<file path="src/common/stm_pkg.sv">
// Purpose: shared constants and types for the 10-bit standard timer
// Assumes: 8-bit register port, 4-bit register address
// Notes: control bit layout mirrors the two control registers
package stm_pkg;
    localparam int ADDR_W = 4;
    localparam int DATA_W = 8;
    localparam int CNT_W = 10;
    // ----------------------------------------
    // register offsets
    // ----------------------------------------
    localparam logic [3:0] OFS_CTRL0 = 4'h0;
    localparam logic [3:0] OFS_CTRL1 = 4'h1;
    localparam logic [3:0] OFS_CNT_LO = 4'h2;
    localparam logic [3:0] OFS_CNT_HI = 4'h3;
    localparam logic [3:0] OFS_CMPA_LO = 4'h4;
    localparam logic [3:0] OFS_CMPA_HI = 4'h5;
    localparam logic [3:0] OFS_FLAGS = 4'h6;
    // ----------------------------------------
    // field positions and reset values
    // ----------------------------------------
    localparam int RUN_BIT = 3;
    localparam int FLAG_A_BIT = 0;
    localparam int FLAG_P_BIT = 1;
    localparam int COMPARE_P_VALUE_SHIFT = 7;
    localparam logic [7:0] CTRL_RST = 8'h00;
    localparam logic [9:0] CMPA_RST = 10'h000;
    localparam logic [9:0] CNT_RST = 10'h000;
    localparam logic [9:0] CNT_MAX = 10'h3ff;
    localparam logic [7:0] SUB_DIV_MASK = 8'hff;
    localparam logic [5:0] DIV64_MASK = 6'h3f;
    localparam logic [3:0] DIV16_MASK = 4'hf;
    localparam logic [1:0] DIV4_MASK = 2'h3;
    // ----------------------------------------
    // encodings
    // ----------------------------------------
    localparam logic [1:0] OP_CMP = 2'h0;
    localparam logic [1:0] OP_CAP = 2'h1;
    localparam logic [1:0] OP_PWM = 2'h2;
    localparam logic [1:0] OP_TC = 2'h3;
    localparam logic [1:0] IO_NONE = 2'h0;
    localparam logic [1:0] IO_LOW = 2'h1;
    localparam logic [1:0] IO_HIGH = 2'h2;
    localparam logic [1:0] IO_TOGGLE = 2'h3;
    localparam logic [1:0] IO_PWM_INACT = 2'h0;
    localparam logic [1:0] IO_PWM_ACT = 2'h1;
    localparam logic [1:0] IO_PWM_OUT = 2'h2;
    localparam logic [1:0] IO_SINGLE = 2'h3;
    localparam logic [2:0] CK_SYS4 = 3'h0;
    localparam logic [2:0] CK_SYS = 3'h1;
    localparam logic [2:0] CK_H16 = 3'h2;
    localparam logic [2:0] CK_H64 = 3'h3;
    localparam logic [2:0] CK_SUB0 = 3'h4;
    localparam logic [2:0] CK_SUB1 = 3'h5;
    localparam logic [2:0] CK_EXT_RISE = 3'h6;
    localparam logic [2:0] CK_EXT_FALL = 3'h7;
    typedef enum logic [4:0] {
        MODE_CMP = 5'b00001,
        MODE_CAP = 5'b00010,
        MODE_PWM = 5'b00100,
        MODE_SP = 5'b01000,
        MODE_TC = 5'b10000
    } mode_e;
    typedef struct packed {
        logic pause;
        logic [2:0] clk_sel;
        logic run_bit;
        logic [2:0] compare_p_value;
    } ctrl0_s;
    typedef struct packed {
        logic [1:0] op_mode_sel;
        logic [1:0] pin_action;
        logic output_initial_level;
        logic output_invert;
        logic duty_period_swap;
        logic clear_source_sel;
    } ctrl1_s;
    typedef struct packed {
        logic hit_a;
        logic hit_p;
        logic duty_active;
    } match_s;
endpackage

</file>
<file path="src/rtl/match_unit.sv">
// Purpose: comparator A, comparator P and pwm duty decision
// Assumes: counter value is the one that the next tick advances
// Notes: matches look at the value the counter is about to reach
`timescale 1ns/1ps
module match_unit
    import stm_pkg::*;
(
    input wire logic [9:0] cnt_in,
    input wire logic [9:0] cmpa_in,
    input wire logic [2:0] compare_p_value_in,
    input wire logic swap_in,
    output match_s match_out
);
    wire [10:0] cnt_inc = {1'b0, cnt_in} + 11'h001;
    wire compare_p_value_zero = (compare_p_value_in == 3'h0);
    wire [10:0] compare_p_value_span = compare_p_value_zero ? 11'h400 : {1'b0, compare_p_value_in, 7'h00};
    wire [10:0] cmpa_span = {1'b0, cmpa_in};
    wire [10:0] period = swap_in ? cmpa_span : compare_p_value_span;
    wire [10:0] duty = swap_in ? compare_p_value_span : cmpa_span;
    // zero compare A never matches; counter overflows at full range
    assign match_out.hit_a = (cmpa_in != 10'h000) && (cnt_inc[9:0] == cmpa_in);
    // compare P matches when the next count is compare_p_value times 128, or 1024 when it is zero
    assign match_out.hit_p = (cnt_inc[6:0] == 7'h00) &&
        (cnt_inc[10:COMPARE_P_VALUE_SHIFT] == {compare_p_value_zero, compare_p_value_in});
    assign match_out.duty_active = (duty >= period) || ({1'b0, cnt_in} < duty);
endmodule

</file>
<file path="src/rtl/standard_timer.sv">
// Purpose: 10-bit count-up timer with compare, pwm and single pulse modes
// Assumes: one clock, synchronous reset, clock enable freezes all state
// Notes: register map at offsets 0..6 over a plain strobe port
//
// Design decisions made here: the address map and the plain strobed port.
`timescale 1ns/1ps
module standard_timer
    import stm_pkg::*;
(
    input wire logic CLK_IN,
    input wire logic SRST_IN,
    input wire logic CE_IN,
    input wire logic [3:0] ADDR_IN,
    input wire logic [7:0] WDATA_IN,
    input wire logic WR_IN,
    input wire logic RD_IN,
    input wire logic EXT_CLOCK_PIN_IN,
    output logic [7:0] RDATA_OUT,
    output logic PIN_OUT,
    output logic PIN_OE_OUT,
    output logic MATCH_A_FLAG_OUT,
    output logic MATCH_P_FLAG_OUT
);
    // ----------------------------------------
    // state
    // ----------------------------------------
    ctrl0_s ctrl0_r;
    ctrl0_s ctrl0_nxt;
    ctrl1_s ctrl1_r;
    logic [9:0] compare_a_value_r;
    logic [9:0] cnt_r;
    logic [9:0] cnt_nxt;
    logic run_prev_r;
    logic match_a_flag_r;
    logic match_p_flag_r;
    logic pin_r;
    logic pin_nxt;
    logic oe_r;
    logic [7:0] rdata_r;
    logic [7:0] rd_mux;
    mode_e mode;
    match_s match;
    logic tick;
    logic ext_edge;

    // ----------------------------------------
    // register decode
    // ----------------------------------------
    wire wr_ctrl0 = WR_IN && (ADDR_IN == OFS_CTRL0);
    wire wr_ctrl1 = WR_IN && (ADDR_IN == OFS_CTRL1);
    wire wr_cmpa_lo = WR_IN && (ADDR_IN == OFS_CMPA_LO);
    wire wr_cmpa_hi = WR_IN && (ADDR_IN == OFS_CMPA_HI);
    wire wr_flags = WR_IN && (ADDR_IN == OFS_FLAGS);
    wire clr_a = wr_flags && WDATA_IN[FLAG_A_BIT];
    wire clr_p = wr_flags && WDATA_IN[FLAG_P_BIT];

    // ----------------------------------------
    // mode decode
    // ----------------------------------------
    always_comb begin
        case (ctrl1_r.op_mode_sel)
            OP_CMP: mode = MODE_CMP;
            OP_CAP: mode = MODE_CAP;
            OP_TC: mode = MODE_TC;
            OP_PWM: mode = (ctrl1_r.pin_action == IO_SINGLE) ? MODE_SP : MODE_PWM;
            default: mode = MODE_CMP;
        endcase
    end
    wire is_cmp = (mode == MODE_CMP);
    wire is_tc = (mode == MODE_TC);
    wire is_cap = (mode == MODE_CAP);
    wire is_pwm = (mode == MODE_PWM);
    wire is_sp = (mode == MODE_SP);
    wire cmp_like = is_cmp || is_tc;

    // ----------------------------------------
    // tick source and comparators
    // ----------------------------------------
    tick_gen u_tick (
        .clk_in(CLK_IN),
        .srst_in(SRST_IN),
        .ce_in(CE_IN),
        .clk_sel_in(ctrl0_r.clk_sel),
        .ext_pin_in(EXT_CLOCK_PIN_IN),
        .tick_out(tick),
        .ext_edge_out(ext_edge)
    );

    match_unit u_match (
        .cnt_in(cnt_r),
        .cmpa_in(compare_a_value_r),
        .compare_p_value_in(ctrl0_r.compare_p_value),
        .swap_in(ctrl1_r.duty_period_swap),
        .match_out(match)
    );

    // ----------------------------------------
    // counting and match events
    // ----------------------------------------
    wire run_rise = ctrl0_r.run_bit && !run_prev_r;
    wire count_en = ctrl0_r.run_bit && !ctrl0_r.pause && tick && !run_rise;
    wire a_ev = count_en && match.hit_a;
    wire p_ev = count_en && match.hit_p;
    // pwm ignores clear source, swap picks the period register
    wire pwm_clr = ctrl1_r.duty_period_swap ? a_ev : p_ev;
    wire cmp_clr = ctrl1_r.clear_source_sel ? a_ev : p_ev;
    wire cnt_clr = (cmp_like && cmp_clr) || (is_pwm && pwm_clr) || (is_cap && p_ev);

    always_comb begin
        cnt_nxt = cnt_r;
        if (run_rise) begin
            cnt_nxt = CNT_RST;
        end else if (count_en) begin
            cnt_nxt = cnt_clr ? CNT_RST : cnt_r + 10'h001;
        end
    end

    // ----------------------------------------
    // flag set terms
    // ----------------------------------------
    wire set_a = (cmp_like || is_pwm || is_sp) && a_ev;
    wire set_p = (is_cmp || is_tc) ? (p_ev && !ctrl1_r.clear_source_sel)
        : ((is_pwm || is_cap) && p_ev);

    // ----------------------------------------
    // run bit and control writes
    // ----------------------------------------
    always_comb begin
        ctrl0_nxt = ctrl0_r;
        if (wr_ctrl0) begin
            ctrl0_nxt = ctrl0_s'(WDATA_IN);
        end
        if (is_sp && a_ev) begin
            ctrl0_nxt.run_bit = 1'b0;
        end
        if (is_sp && ext_edge) begin
            ctrl0_nxt.run_bit = 1'b1;
        end
    end

    // ----------------------------------------
    // output pin level
    // ----------------------------------------
    wire lvl_on = ctrl1_r.output_initial_level ^ ctrl1_r.output_invert;
    wire lvl_off = ~ctrl1_r.output_initial_level ^ ctrl1_r.output_invert;
    wire pwm_on = (ctrl1_r.pin_action == IO_PWM_ACT) ||
        ((ctrl1_r.pin_action == IO_PWM_OUT) && match.duty_active);
    wire sp_on = ctrl0_nxt.run_bit;

    always_comb begin
        pin_nxt = pin_r;
        case (mode)
            MODE_CMP: begin
                if (run_rise) begin
                    pin_nxt = ctrl1_r.output_initial_level;
                end else if (a_ev) begin
                    case (ctrl1_r.pin_action)
                        IO_NONE: pin_nxt = pin_r;
                        IO_LOW: pin_nxt = 1'b0;
                        IO_HIGH: pin_nxt = 1'b1;
                        IO_TOGGLE: pin_nxt = ~pin_r;
                        default: pin_nxt = pin_r;
                    endcase
                end
            end
            MODE_PWM: pin_nxt = pwm_on ? lvl_on : lvl_off;
            MODE_SP: pin_nxt = sp_on ? lvl_on : lvl_off;
            MODE_TC: pin_nxt = pin_r;
            MODE_CAP: pin_nxt = pin_r;
            default: pin_nxt = pin_r;
        endcase
    end

    // ----------------------------------------
    // read mux
    // ----------------------------------------
    always_comb begin
        case (ADDR_IN)
            OFS_CTRL0: rd_mux = ctrl0_r;
            OFS_CTRL1: rd_mux = ctrl1_r;
            OFS_CNT_LO: rd_mux = cnt_r[7:0];
            OFS_CNT_HI: rd_mux = {6'h00, cnt_r[9:8]};
            OFS_CMPA_LO: rd_mux = compare_a_value_r[7:0];
            OFS_CMPA_HI: rd_mux = {6'h00, compare_a_value_r[9:8]};
            OFS_FLAGS: rd_mux = {6'h00, match_p_flag_r, match_a_flag_r};
            default: rd_mux = 8'h00;
        endcase
    end

    // ----------------------------------------
    // control and compare registers
    // ----------------------------------------
    always_ff @(posedge CLK_IN) begin
        if (SRST_IN) begin
            ctrl0_r <= ctrl0_s'(CTRL_RST);
            ctrl1_r <= ctrl1_s'(CTRL_RST);
            compare_a_value_r <= CMPA_RST;
        end else if (CE_IN) begin
            ctrl0_r <= ctrl0_nxt;
            if (wr_ctrl1) begin
                ctrl1_r <= ctrl1_s'(WDATA_IN);
            end
            if (wr_cmpa_lo) begin
                compare_a_value_r[7:0] <= WDATA_IN;
            end
            if (wr_cmpa_hi) begin
                compare_a_value_r[9:8] <= WDATA_IN[1:0];
            end
        end
    end

    // ----------------------------------------
    // counter and run history
    // ----------------------------------------
    always_ff @(posedge CLK_IN) begin
        if (SRST_IN) begin
            cnt_r <= CNT_RST;
            run_prev_r <= 1'b0;
        end else if (CE_IN) begin
            cnt_r <= cnt_nxt;
            run_prev_r <= ctrl0_r.run_bit;
        end
    end

    // ----------------------------------------
    // sticky flags, set wins over clear
    // ----------------------------------------
    always_ff @(posedge CLK_IN) begin
        if (SRST_IN) begin
            match_a_flag_r <= 1'b0;
            match_p_flag_r <= 1'b0;
        end else if (CE_IN) begin
            match_a_flag_r <= set_a || (match_a_flag_r && !clr_a);
            match_p_flag_r <= set_p || (match_p_flag_r && !clr_p);
        end
    end

    // ----------------------------------------
    // pin, enable and read data
    // ----------------------------------------
    always_ff @(posedge CLK_IN) begin
        if (SRST_IN) begin
            pin_r <= 1'b0;
            oe_r <= 1'b0;
            rdata_r <= 8'h00;
        end else if (CE_IN) begin
            pin_r <= pin_nxt;
            oe_r <= is_cmp || is_pwm || is_sp;
            rdata_r <= RD_IN ? rd_mux : 8'h00;
        end
    end

    assign RDATA_OUT = rdata_r;
    assign PIN_OUT = pin_r;
    assign PIN_OE_OUT = oe_r;
    assign MATCH_A_FLAG_OUT = match_a_flag_r;
    assign MATCH_P_FLAG_OUT = match_p_flag_r;
endmodule

</file>
<file path="src/rtl/tick_gen.sv">
// Purpose: timer tick selection and external pin edge detect
// Assumes: external clock pin is synchronous to the clock
// Notes: sub clock is modelled as a divide by 256
`timescale 1ns/1ps
module tick_gen
    import stm_pkg::*;
(
    input wire logic clk_in,
    input wire logic srst_in,
    input wire logic ce_in,
    input wire logic [2:0] clk_sel_in,
    input wire logic ext_pin_in,
    output logic tick_out,
    output logic ext_edge_out
);
    logic [7:0] div_r;
    logic ext_prev_r;
    wire ext_rise = ext_pin_in & ~ext_prev_r;
    wire ext_fall = ~ext_pin_in & ext_prev_r;
    wire ext_pick = clk_sel_in[0] ? ext_fall : ext_rise;
    always_ff @(posedge clk_in) begin
        if (srst_in) begin
            div_r <= 8'h00;
            ext_prev_r <= 1'b0;
        end else if (ce_in) begin
            div_r <= div_r + 8'h01;
            ext_prev_r <= ext_pin_in;
        end
    end
    // active edge follows the rise/fall choice of the clock select
    assign ext_edge_out = ext_pick;
    always_comb begin
        case (clk_sel_in)
            CK_SYS4: tick_out = (div_r[1:0] == DIV4_MASK);
            CK_SYS: tick_out = 1'b1;
            CK_H16: tick_out = (div_r[3:0] == DIV16_MASK);
            CK_H64: tick_out = (div_r[5:0] == DIV64_MASK);
            CK_SUB0, CK_SUB1: tick_out = (div_r == SUB_DIV_MASK);
            CK_EXT_RISE, CK_EXT_FALL: tick_out = ext_pick;
            default: tick_out = 1'b0;
        endcase
    end
endmodule

</file>
<file path="config.mk">
export PLATFORM = sky130hd
export DESIGN_NAME = standard_timer
export DESIGN_NICKNAME = d
export VERILOG_FILES = /design/src/common/stm_pkg.sv /design/src/rtl/match_unit.sv /design/src/rtl/standard_timer.sv /design/src/rtl/tick_gen.sv
export SDC_FILE = /design/constraint.sdc
export NUM_CORES = 1
export LEC_CHECK = 0
export ABC_AREA = 1
export BUFFER_PORTS_ARGS = -buffer_cell sky130_fd_sc_hd__clkbuf_2
export CORE_UTILIZATION = 45
export CTS_CLUSTER_SIZE = 20
export DETAILED_ROUTE_END_ITERATION = 6
export PLACE_DENSITY_LB_ADDON = 0.05
export SLEW_MARGIN = 20
export SYNTH_ARGS = -nofsm -noshare
export SYNTH_HDL_FRONTEND = slang
export SYNTH_SLANG_ARGS = --single-unit
</file>
<file path="constraint.sdc">
create_clock -name CLK_IN -period 2.32 [get_ports CLK_IN]
set_clock_uncertainty 0.05 [all_clocks]
set_input_delay 0.464 -clock CLK_IN [delete_from_list [all_inputs] [get_ports CLK_IN]]
set_output_delay 0.464 -clock CLK_IN [all_outputs]
set_load 0.01 [all_outputs]
</file>
* Yosys cells after proc, flatten, opt, wreduce, memory -nomap -nowiden
Index checks and enable logic that the tools add are counted.
** Storage, ports and cells
- Logic and storage cells :: 151
- Memories kept :: 0
- Latch bits :: 0
- Memory bits (writable) :: 0
- Output and inout port bits :: 12
- Bits of input ports :: 18
- Bits in read-only memories :: 0
- Flip-flop bits (word level) :: 58
** Cells by class
- Multiplexer cells :: 24
- Equality and inequality tests :: 32
- Multipliers :: 0
- Shift-type cells :: 0
- Div/mod/pow operators :: 0
- Reduce and logical (&&, ||, !) cells :: 61
- Add/subtract/negate cells :: 3
- Bitwise operators :: 8
- Magnitude comparators :: 2
** Operators with widths (number)
- $pmux W8 S7 :: 1
- $mux W11 :: 3
- $mux W10 :: 3
- $logic_and A1 B1 Y1 :: 26
- $pmux W5 S4 :: 1
- $eq A3 B3 Y1 const B :: 4
- $eq A4 B3 Y1 const B :: 3
- $logic_or A1 B1 Y1 :: 12
- $add A10 B1 Y11 const B :: 1
- $ge A11 B11 Y1 :: 1
- $lt A10 B11 Y1 :: 1
- $add A10 B1 Y10 const B :: 1
- $eq A10 B10 Y1 :: 1
- $eq A2 B2 Y1 const B :: 5
- $mux W1 :: 10
- $reduce_and A2 Y1 :: 5
- $reduce_bool A10 Y1 :: 1
- $add A8 B1 Y8 const B :: 1
- $eq A4 B2 Y1 const B :: 2
- $eq A8 B8 Y1 const B :: 1
- $mux W4 :: 2
- $mux W8 :: 1
- $logic_not A7 Y1 :: 1
- $eq A3 B2 Y1 const B :: 2
- other kinds (26) :: 41

* Longest topological paths before layout
- Depth after elaboration :: 14
- Gate-level depth with buffers :: 20
- Depth with buffers taken out :: 20

* By module
A second synthesis with hierarchy kept.
** Unflattened totals
- Cell total of the unflattened synthesis :: 616
- Area total of the unflattened synthesis :: 3961.3 um2
** Modules (own cells, without submodules)
- standard_timer :: area an instance 2454.9 um2, instances 1, seq. area each 980.9 um2, cells each 343
- match_unit :: area an instance 991.0 um2, instances 1, seq. area each 0.0 um2, cells each 195
- tick_gen :: area an instance 515.5 um2, instances 1, seq. area each 180.2 um2, cells each 78

* Least setup slack after synthesis
No wires, ideal clock.
- Kind :: reg-to-reg
- Start point :: register ctrl1_r[1] (netlist name)
- End point :: register pin_r (netlist: PIN_OUT)
- Path buffers :: 2
- Cell stages (with the launch flop) :: 18
- Required time :: 2161 ps
- Period minus slack after synthesis :: 2299 ps
- Library setup time :: 109 ps
- Setup slack :: 21 ps
- Arrival :: 2140 ps
- Cell sequence :: dfxtp_1 -> buf_2 -> clkinv_1 -> clkbuf_1 -> nor2_1 -> a21oi_1 -> ha_1 -> a21oi_1 -> o21a_1 -> a21oi_1 -> o21ai_0 -> nand3_1 -> nand2_1 -> nand2_1 -> nand3_1 -> nand3_1 -> nand2_1 -> inv_1
** Between the ends
- Longest elaborated chain between the ends :: 7
- Elaborated cells between the ends (all ways) :: 9
- Those cells by class :: 2 x order compare; 4 x mux; 3 x reduce/logical
** RTL lines
- start: declaration :: RTL line standard_timer.sv:29 : ctrl1_s ctrl1_r;
- start signal: assignment :: RTL line standard_timer.sv:196 : ctrl1_r <= ctrl1_s'(CTRL_RST);
- start signal: assignment :: RTL line standard_timer.sv:201 : ctrl1_r <= ctrl1_s'(WDATA_IN);
- $mux W11 (on tied branches) :: RTL line match_unit.sv:19, match_unit.sv:18
- $ge A11 B11 Y1 / $lt A10 B11 Y1 (equally long branches) :: RTL line match_unit.sv:25 : assign match_out.duty_active = (duty >= period) || ({1'b0, cnt_in} < duty);
- $logic_or A1 B1 Y1 (*) :: RTL line match_unit.sv:25
- $logic_and A1 B1 Y1 (*) :: RTL line standard_timer.sv:147 : ((ctrl1_r.pin_action == IO_PWM_OUT) && match.duty_active);
- $logic_or A1 B1 Y1 (*) :: RTL line standard_timer.sv:146 : wire pwm_on = (ctrl1_r.pin_action == IO_PWM_ACT) ||
- $mux W1 (*) :: RTL line standard_timer.sv:166 : MODE_PWM: pin_nxt = pwm_on ? lvl_on : lvl_off;
- $pmux W1 S3 (*) :: RTL line standard_timer.sv:152 : case (mode)
- end signal: assignment :: RTL line standard_timer.sv:247 : pin_r <= pin_nxt;
- end: declaration :: RTL line standard_timer.sv:36 : logic pin_r;
Every way passes the cells marked *; elsewhere a longest branch is shown, timed or not.
A chain may end at the register's enable or synchronous reset.

* Worst setup path after layout
- Start point :: register cnt_r[0]
- End point :: register pin_r (netlist: PIN_OUT)
** Between the ends
- Longest elaborated chain between the ends :: 9
- Elaborated cells between the ends (all ways) :: 16
- Those cells by class :: 1 x add/sub; 1 x order compare; 2 x eq/ne; 5 x mux; 7 x reduce/logical
** RTL lines
- start: declaration :: RTL line standard_timer.sv:31 : logic [9:0] cnt_r;
- start signal: assignment :: RTL line standard_timer.sv:220 : cnt_r <= cnt_nxt;
- $add A10 B1 Y11 :: RTL line match_unit.sv:14 : wire [10:0] cnt_inc = {1'b0, cnt_in} + 11'h001;
- $eq A10 B10 Y1 :: RTL line match_unit.sv:21 : assign match_out.hit_a = (cmpa_in != 10'h000) && (cnt_inc[9:0] == cmpa_in);
- $logic_and A1 B1 Y1 :: RTL line match_unit.sv:21
- $logic_and A1 B1 Y1 :: RTL line standard_timer.sv:102 : wire a_ev = count_en && match.hit_a;
- $logic_and A1 B1 Y1 :: RTL line standard_timer.sv:133 : if (is_sp && a_ev) begin
- $mux W1 :: RTL line standard_timer.sv:133
- $mux W1 :: RTL line standard_timer.sv:136 : if (is_sp && ext_edge) begin
- $mux W1 :: RTL line standard_timer.sv:167 : MODE_SP: pin_nxt = sp_on ? lvl_on : lvl_off;
- $pmux W1 S3 :: RTL line standard_timer.sv:152
Several ways; a longest one is shown, not always the timed one.

==> metrics.txt <==
status complete, no violations; Slew Viols, Final 0; crit-path leading delay family simple AND/OR/NAND/NOR gates; vias per inst 5.56; initial antenna violation count 0; antenna-violating nets left 0; Iter 0 DRT Violations 307; Ant. Diodes 0; first-pass GRT wire length 18800 µm; Worst Path Required 2.52 ns; Max VDD drop 0.000323 V; Hold WC Path Type input pin to register; Final Critical Period 2.27 ns; number of H-tree levels 3; non-filler cells, final 740; Yosys cell types 36; critical path depth 16; fillers 788; most used cell, CP nand2_1; Max-cap violations 0; FP Rows 32; Area Growth Syn to Fin 24.9%; Worst R2R Setup Slack 0.05 ns; Multi-input gate area 0.00234 mm²; slowest CP cell dfxtp_4; Initial Utilization 0.474; CP Buf/Inv Count 2; Rel. slew slack 0.624; total grt overflow 0; Hold Path End u_tick.ext_prev_r$_SDFFE_PP0P_; Post-Synth Adder-Cell Area 0.0538; CTS sink count 58; Post-Synth XOR/XNOR Area 0.0118; CP peak stage delay 0.38 ns; # hold bufs at CTS 0; PortBufs 29; FF+latch area 0.00117 mm²; post-synthesis sequential element count 58; Synth Area in Compound Gates 0.222; maximum achievable frequency 440 MHz; Post-Syn Instances 566; WP data arrival 2.48 ns; WS Path Type register to register; Die X 92.9 µm; RSZ-0062 raised after global routing true; Seq/Total Area, Yosys 0.312; synthesized area per cell 6.57 µm²; area of the mapped netlist 0.00372 mm²; largest family of logic cells by synthesized area simple AND/OR/NAND/NOR gates; final net count 667; CP cell instances ha_4, inv_2, nand2_1, nand2_1, nor2_1, nand3_1, nor2_2, nand2_1, nor2_2, nand3_2, nor3_1, o21bai_1, nor2_1, nand3_1, nand2_1, inv_1; Syn. warnings 0; hpwl dp 9080 µm; Crit Path Max Fanout 4; mux cell area share after synthesis 0; vias in the first global route 3718; placed insts 720; worst r2r path cells 16; clock transition at the registers of the reported paths 0.08 ns; core area 0.00785 mm²; TritonCTS clock tree done; Crit Reg-Reg Startpoint cnt_r[0]$_SDFFE_PP0P_; Root Buffer clkbuf_8; vias 4116; detailed-route DRC error count 0; cts bufs inserted 9; DR pass1 iterations 5; CP Launch Type register; PD cells 522 mW/mm²; layout cell share with drive strength beyond 1 0.221; worst reg2reg endpoint PIN_OUT$_SDFFE_PP0P_; Synth Area in Simple Gates 0.303; final core utilization 0.592; Worst-Skew Late Latency 0.36 ns; endpoint class of the critical path register; hold depth 3; Least-Margin Pin Slew 0.563 ns; WL final 12000 µm; aggregate global-route resource usage 0.285; die area 0.00863 mm²; Hold WS 0.323 ns; Setup-failing EPs final 0; final RePlAce weighted congestion 0.984; I/O pin count 30; Fin. Hold Viols 0; wire length per cell 16.2 µm; worst hold start EXT_CLOCK_PIN_IN; fin crit share 0.979; pin count of the biggest net entering global routing 26; Post-Syn Nets 600; die height 92.9 µm; CTS Buffer Depth 2; Pleak 1.96 nW
stage by stage:
step	setup TNS, ns	worst slack (ns)	area, µm²	power (mW)
after floorplan	0	0.0212	3720	1.16
after global placement	0	0.0571	4210	1.24
after detailed placement	0	0.0173	4210	1.24
after CTS	0	0.0104	4460	2.42
after global routing	-0.599	-0.0813	4650	2.51
final	0	0.0482	4650	2.42
layout by cell type, fill, tap and decap left out, drive strengths merged, types with 3 or more instances in the layout:
cell type and n:
inv 78, dfxtp 58, o22ai 15, o211ai 9
nand3 47, clkbuf 38, clkinv 5, buf 40
nor2 47, ha 16, nand2 117, o21ai 50
a21oi 69, nand3b 3, xor2 5, nor3 10
nand4 16, bufinv 3
synth_stat cells:
library cell | number | area [µm²]
o21ai_2 | 1 | 8.76
clkbuf_1 | 12 | 45.0
and2_1 | 1 | 6.26
o22ai_1 | 15 | 93.8
a21oi_1 | 69 | 345
o21ai_1 | 1 | 5.00
o21a_1 | 2 | 15.0
o21bai_1 | 1 | 7.51
o21ai_0 | 48 | 240
nand3_1 | 41 | 205
nand2_2 | 8 | 50.1
buf_6 | 1 | 11.3
inv_1 | 77 | 289
nand2_4 | 1 | 11.3
a31oi_1 | 1 | 6.26
buf_2 | 1 | 5.00
o211ai_1 | 9 | 67.6
dfxtp_1 | 58 | 1160
nand4_2 | 1 | 12.5
nor2_4 | 2 | 22.5
nor2_2 | 2 | 12.5
nor2_1 | 43 | 161
o221ai_1 | 2 | 17.5
nor3_2 | 2 | 20.0
nand4_1 | 15 | 93.8
o311ai_0 | 1 | 8.76
o21bai_2 | 1 | 11.3
clkinv_1 | 2 | 7.51
nor4_1 | 2 | 12.5
inv_2 | 1 | 3.75
nand3b_1 | 3 | 22.5
nand2_1 | 108 | 405
xor2_1 | 5 | 43.8
ha_1 | 16 | 200
nor3_1 | 8 | 40.0
nand3_2 | 5 | 50.1
logic make-up after synthesis:
group	after synthesis
and+or+nand+nor	242
AOI/OAI and AO/OA	151
buffers and inverters	94
DFF	58
adders and majority gates	16
xor gates and xnor gates	5
worst min-delay path: stages:
cell,delay [ns]
clkbuf_2,0.08
inv_1,0.07
a21oi_1,0.07
sequential cells by signal, summed over array words and instances, names as in the netlist:
register / flops
ctrl0_r: 8
ctrl1_r: 8
MATCH_A_FLAG_OUT: 1
PIN_OUT: 1
run_prev_r: 1
compare_a_value_r: 10
u_tick.div_r: 8
RDATA_OUT: 8
u_tick.ext_prev_r: 1
cnt_r: 10
PIN_OE_OUT: 1
MATCH_P_FLAG_OUT: 1
final cells by class:
| class | count | share of cell area |
|---|---|---|
| inverter | 80 | 0.0654 |
| clock buffer | 9 | 0.0267 |
| timing repair buffer | 69 | 0.0983 |
| clock inverter | 7 | 0.0269 |
| tap | 102 | 0.0275 |
| multi-input combinational | 415 | 0.503 |
| sequential | 58 | 0.252 |
routing by layer:
metal | GRT usage | vias to the layer above | wire length (µm) | share of wire
met2 | 0.442 | 146 | 5350 | 0.45
met3 | 0.0501 | 30 | 803 | 0.067
met1 | 0.389 | 1886 | 5470 | 0.46
met4 | 0.117 | 0 | 350 | 0.029
met5 | 0 | - | 0 | 0
li1 | - | 2054 | - | -
power by group:
part / internal, mW / total (mW) / switching (mW) / leakage [nW]
clock network: 0.722 / 1.19 / 0.473 / 0.124
logic: 0.0719 / 0.209 / 0.137 / 1.37
registers: 1.01 / 1.02 / 0.0116 / 0.472
how the worst max path moves through the flow:
stage | startpoint | end | slack [ns]
after detailed placement | u_tick.div_r[0]$_SDFFE_PP0P_ | cnt_r[8]$_SDFFE_PP0P_ | 0.02
after CTS | u_tick.div_r[0]$_SDFFE_PP0P_ | cnt_r[4]$_SDFFE_PP0P_ | 0.01
final | cnt_r[0]$_SDFFE_PP0P_ | PIN_OUT$_SDFFE_PP0P_ | 0.05
after global placement | ctrl1_r[1]$_SDFFE_PP0P_ | PIN_OUT$_SDFFE_PP0P_ | 0.06
after floorplan | ctrl1_r[1]$_SDFFE_PP0P_ | PIN_OUT$_SDFFE_PP0P_ | 0.02
after global routing | cnt_r[0]$_SDFFE_PP0P_ | PIN_OUT$_SDFFE_PP0P_ | -0.08
repair_timing:
| action | in CTS | in global routing |
|---|---|---|
| pin swaps | 1 | 13 |
| resized for setup | 0 | 42 |
| endpoints found under the setup margin | 1 | 13 |
| setup buffers | 0 | 3 |
| gates cloned | 0 | 1 |
Note: power is estimated with default switching activity, not from simulation.
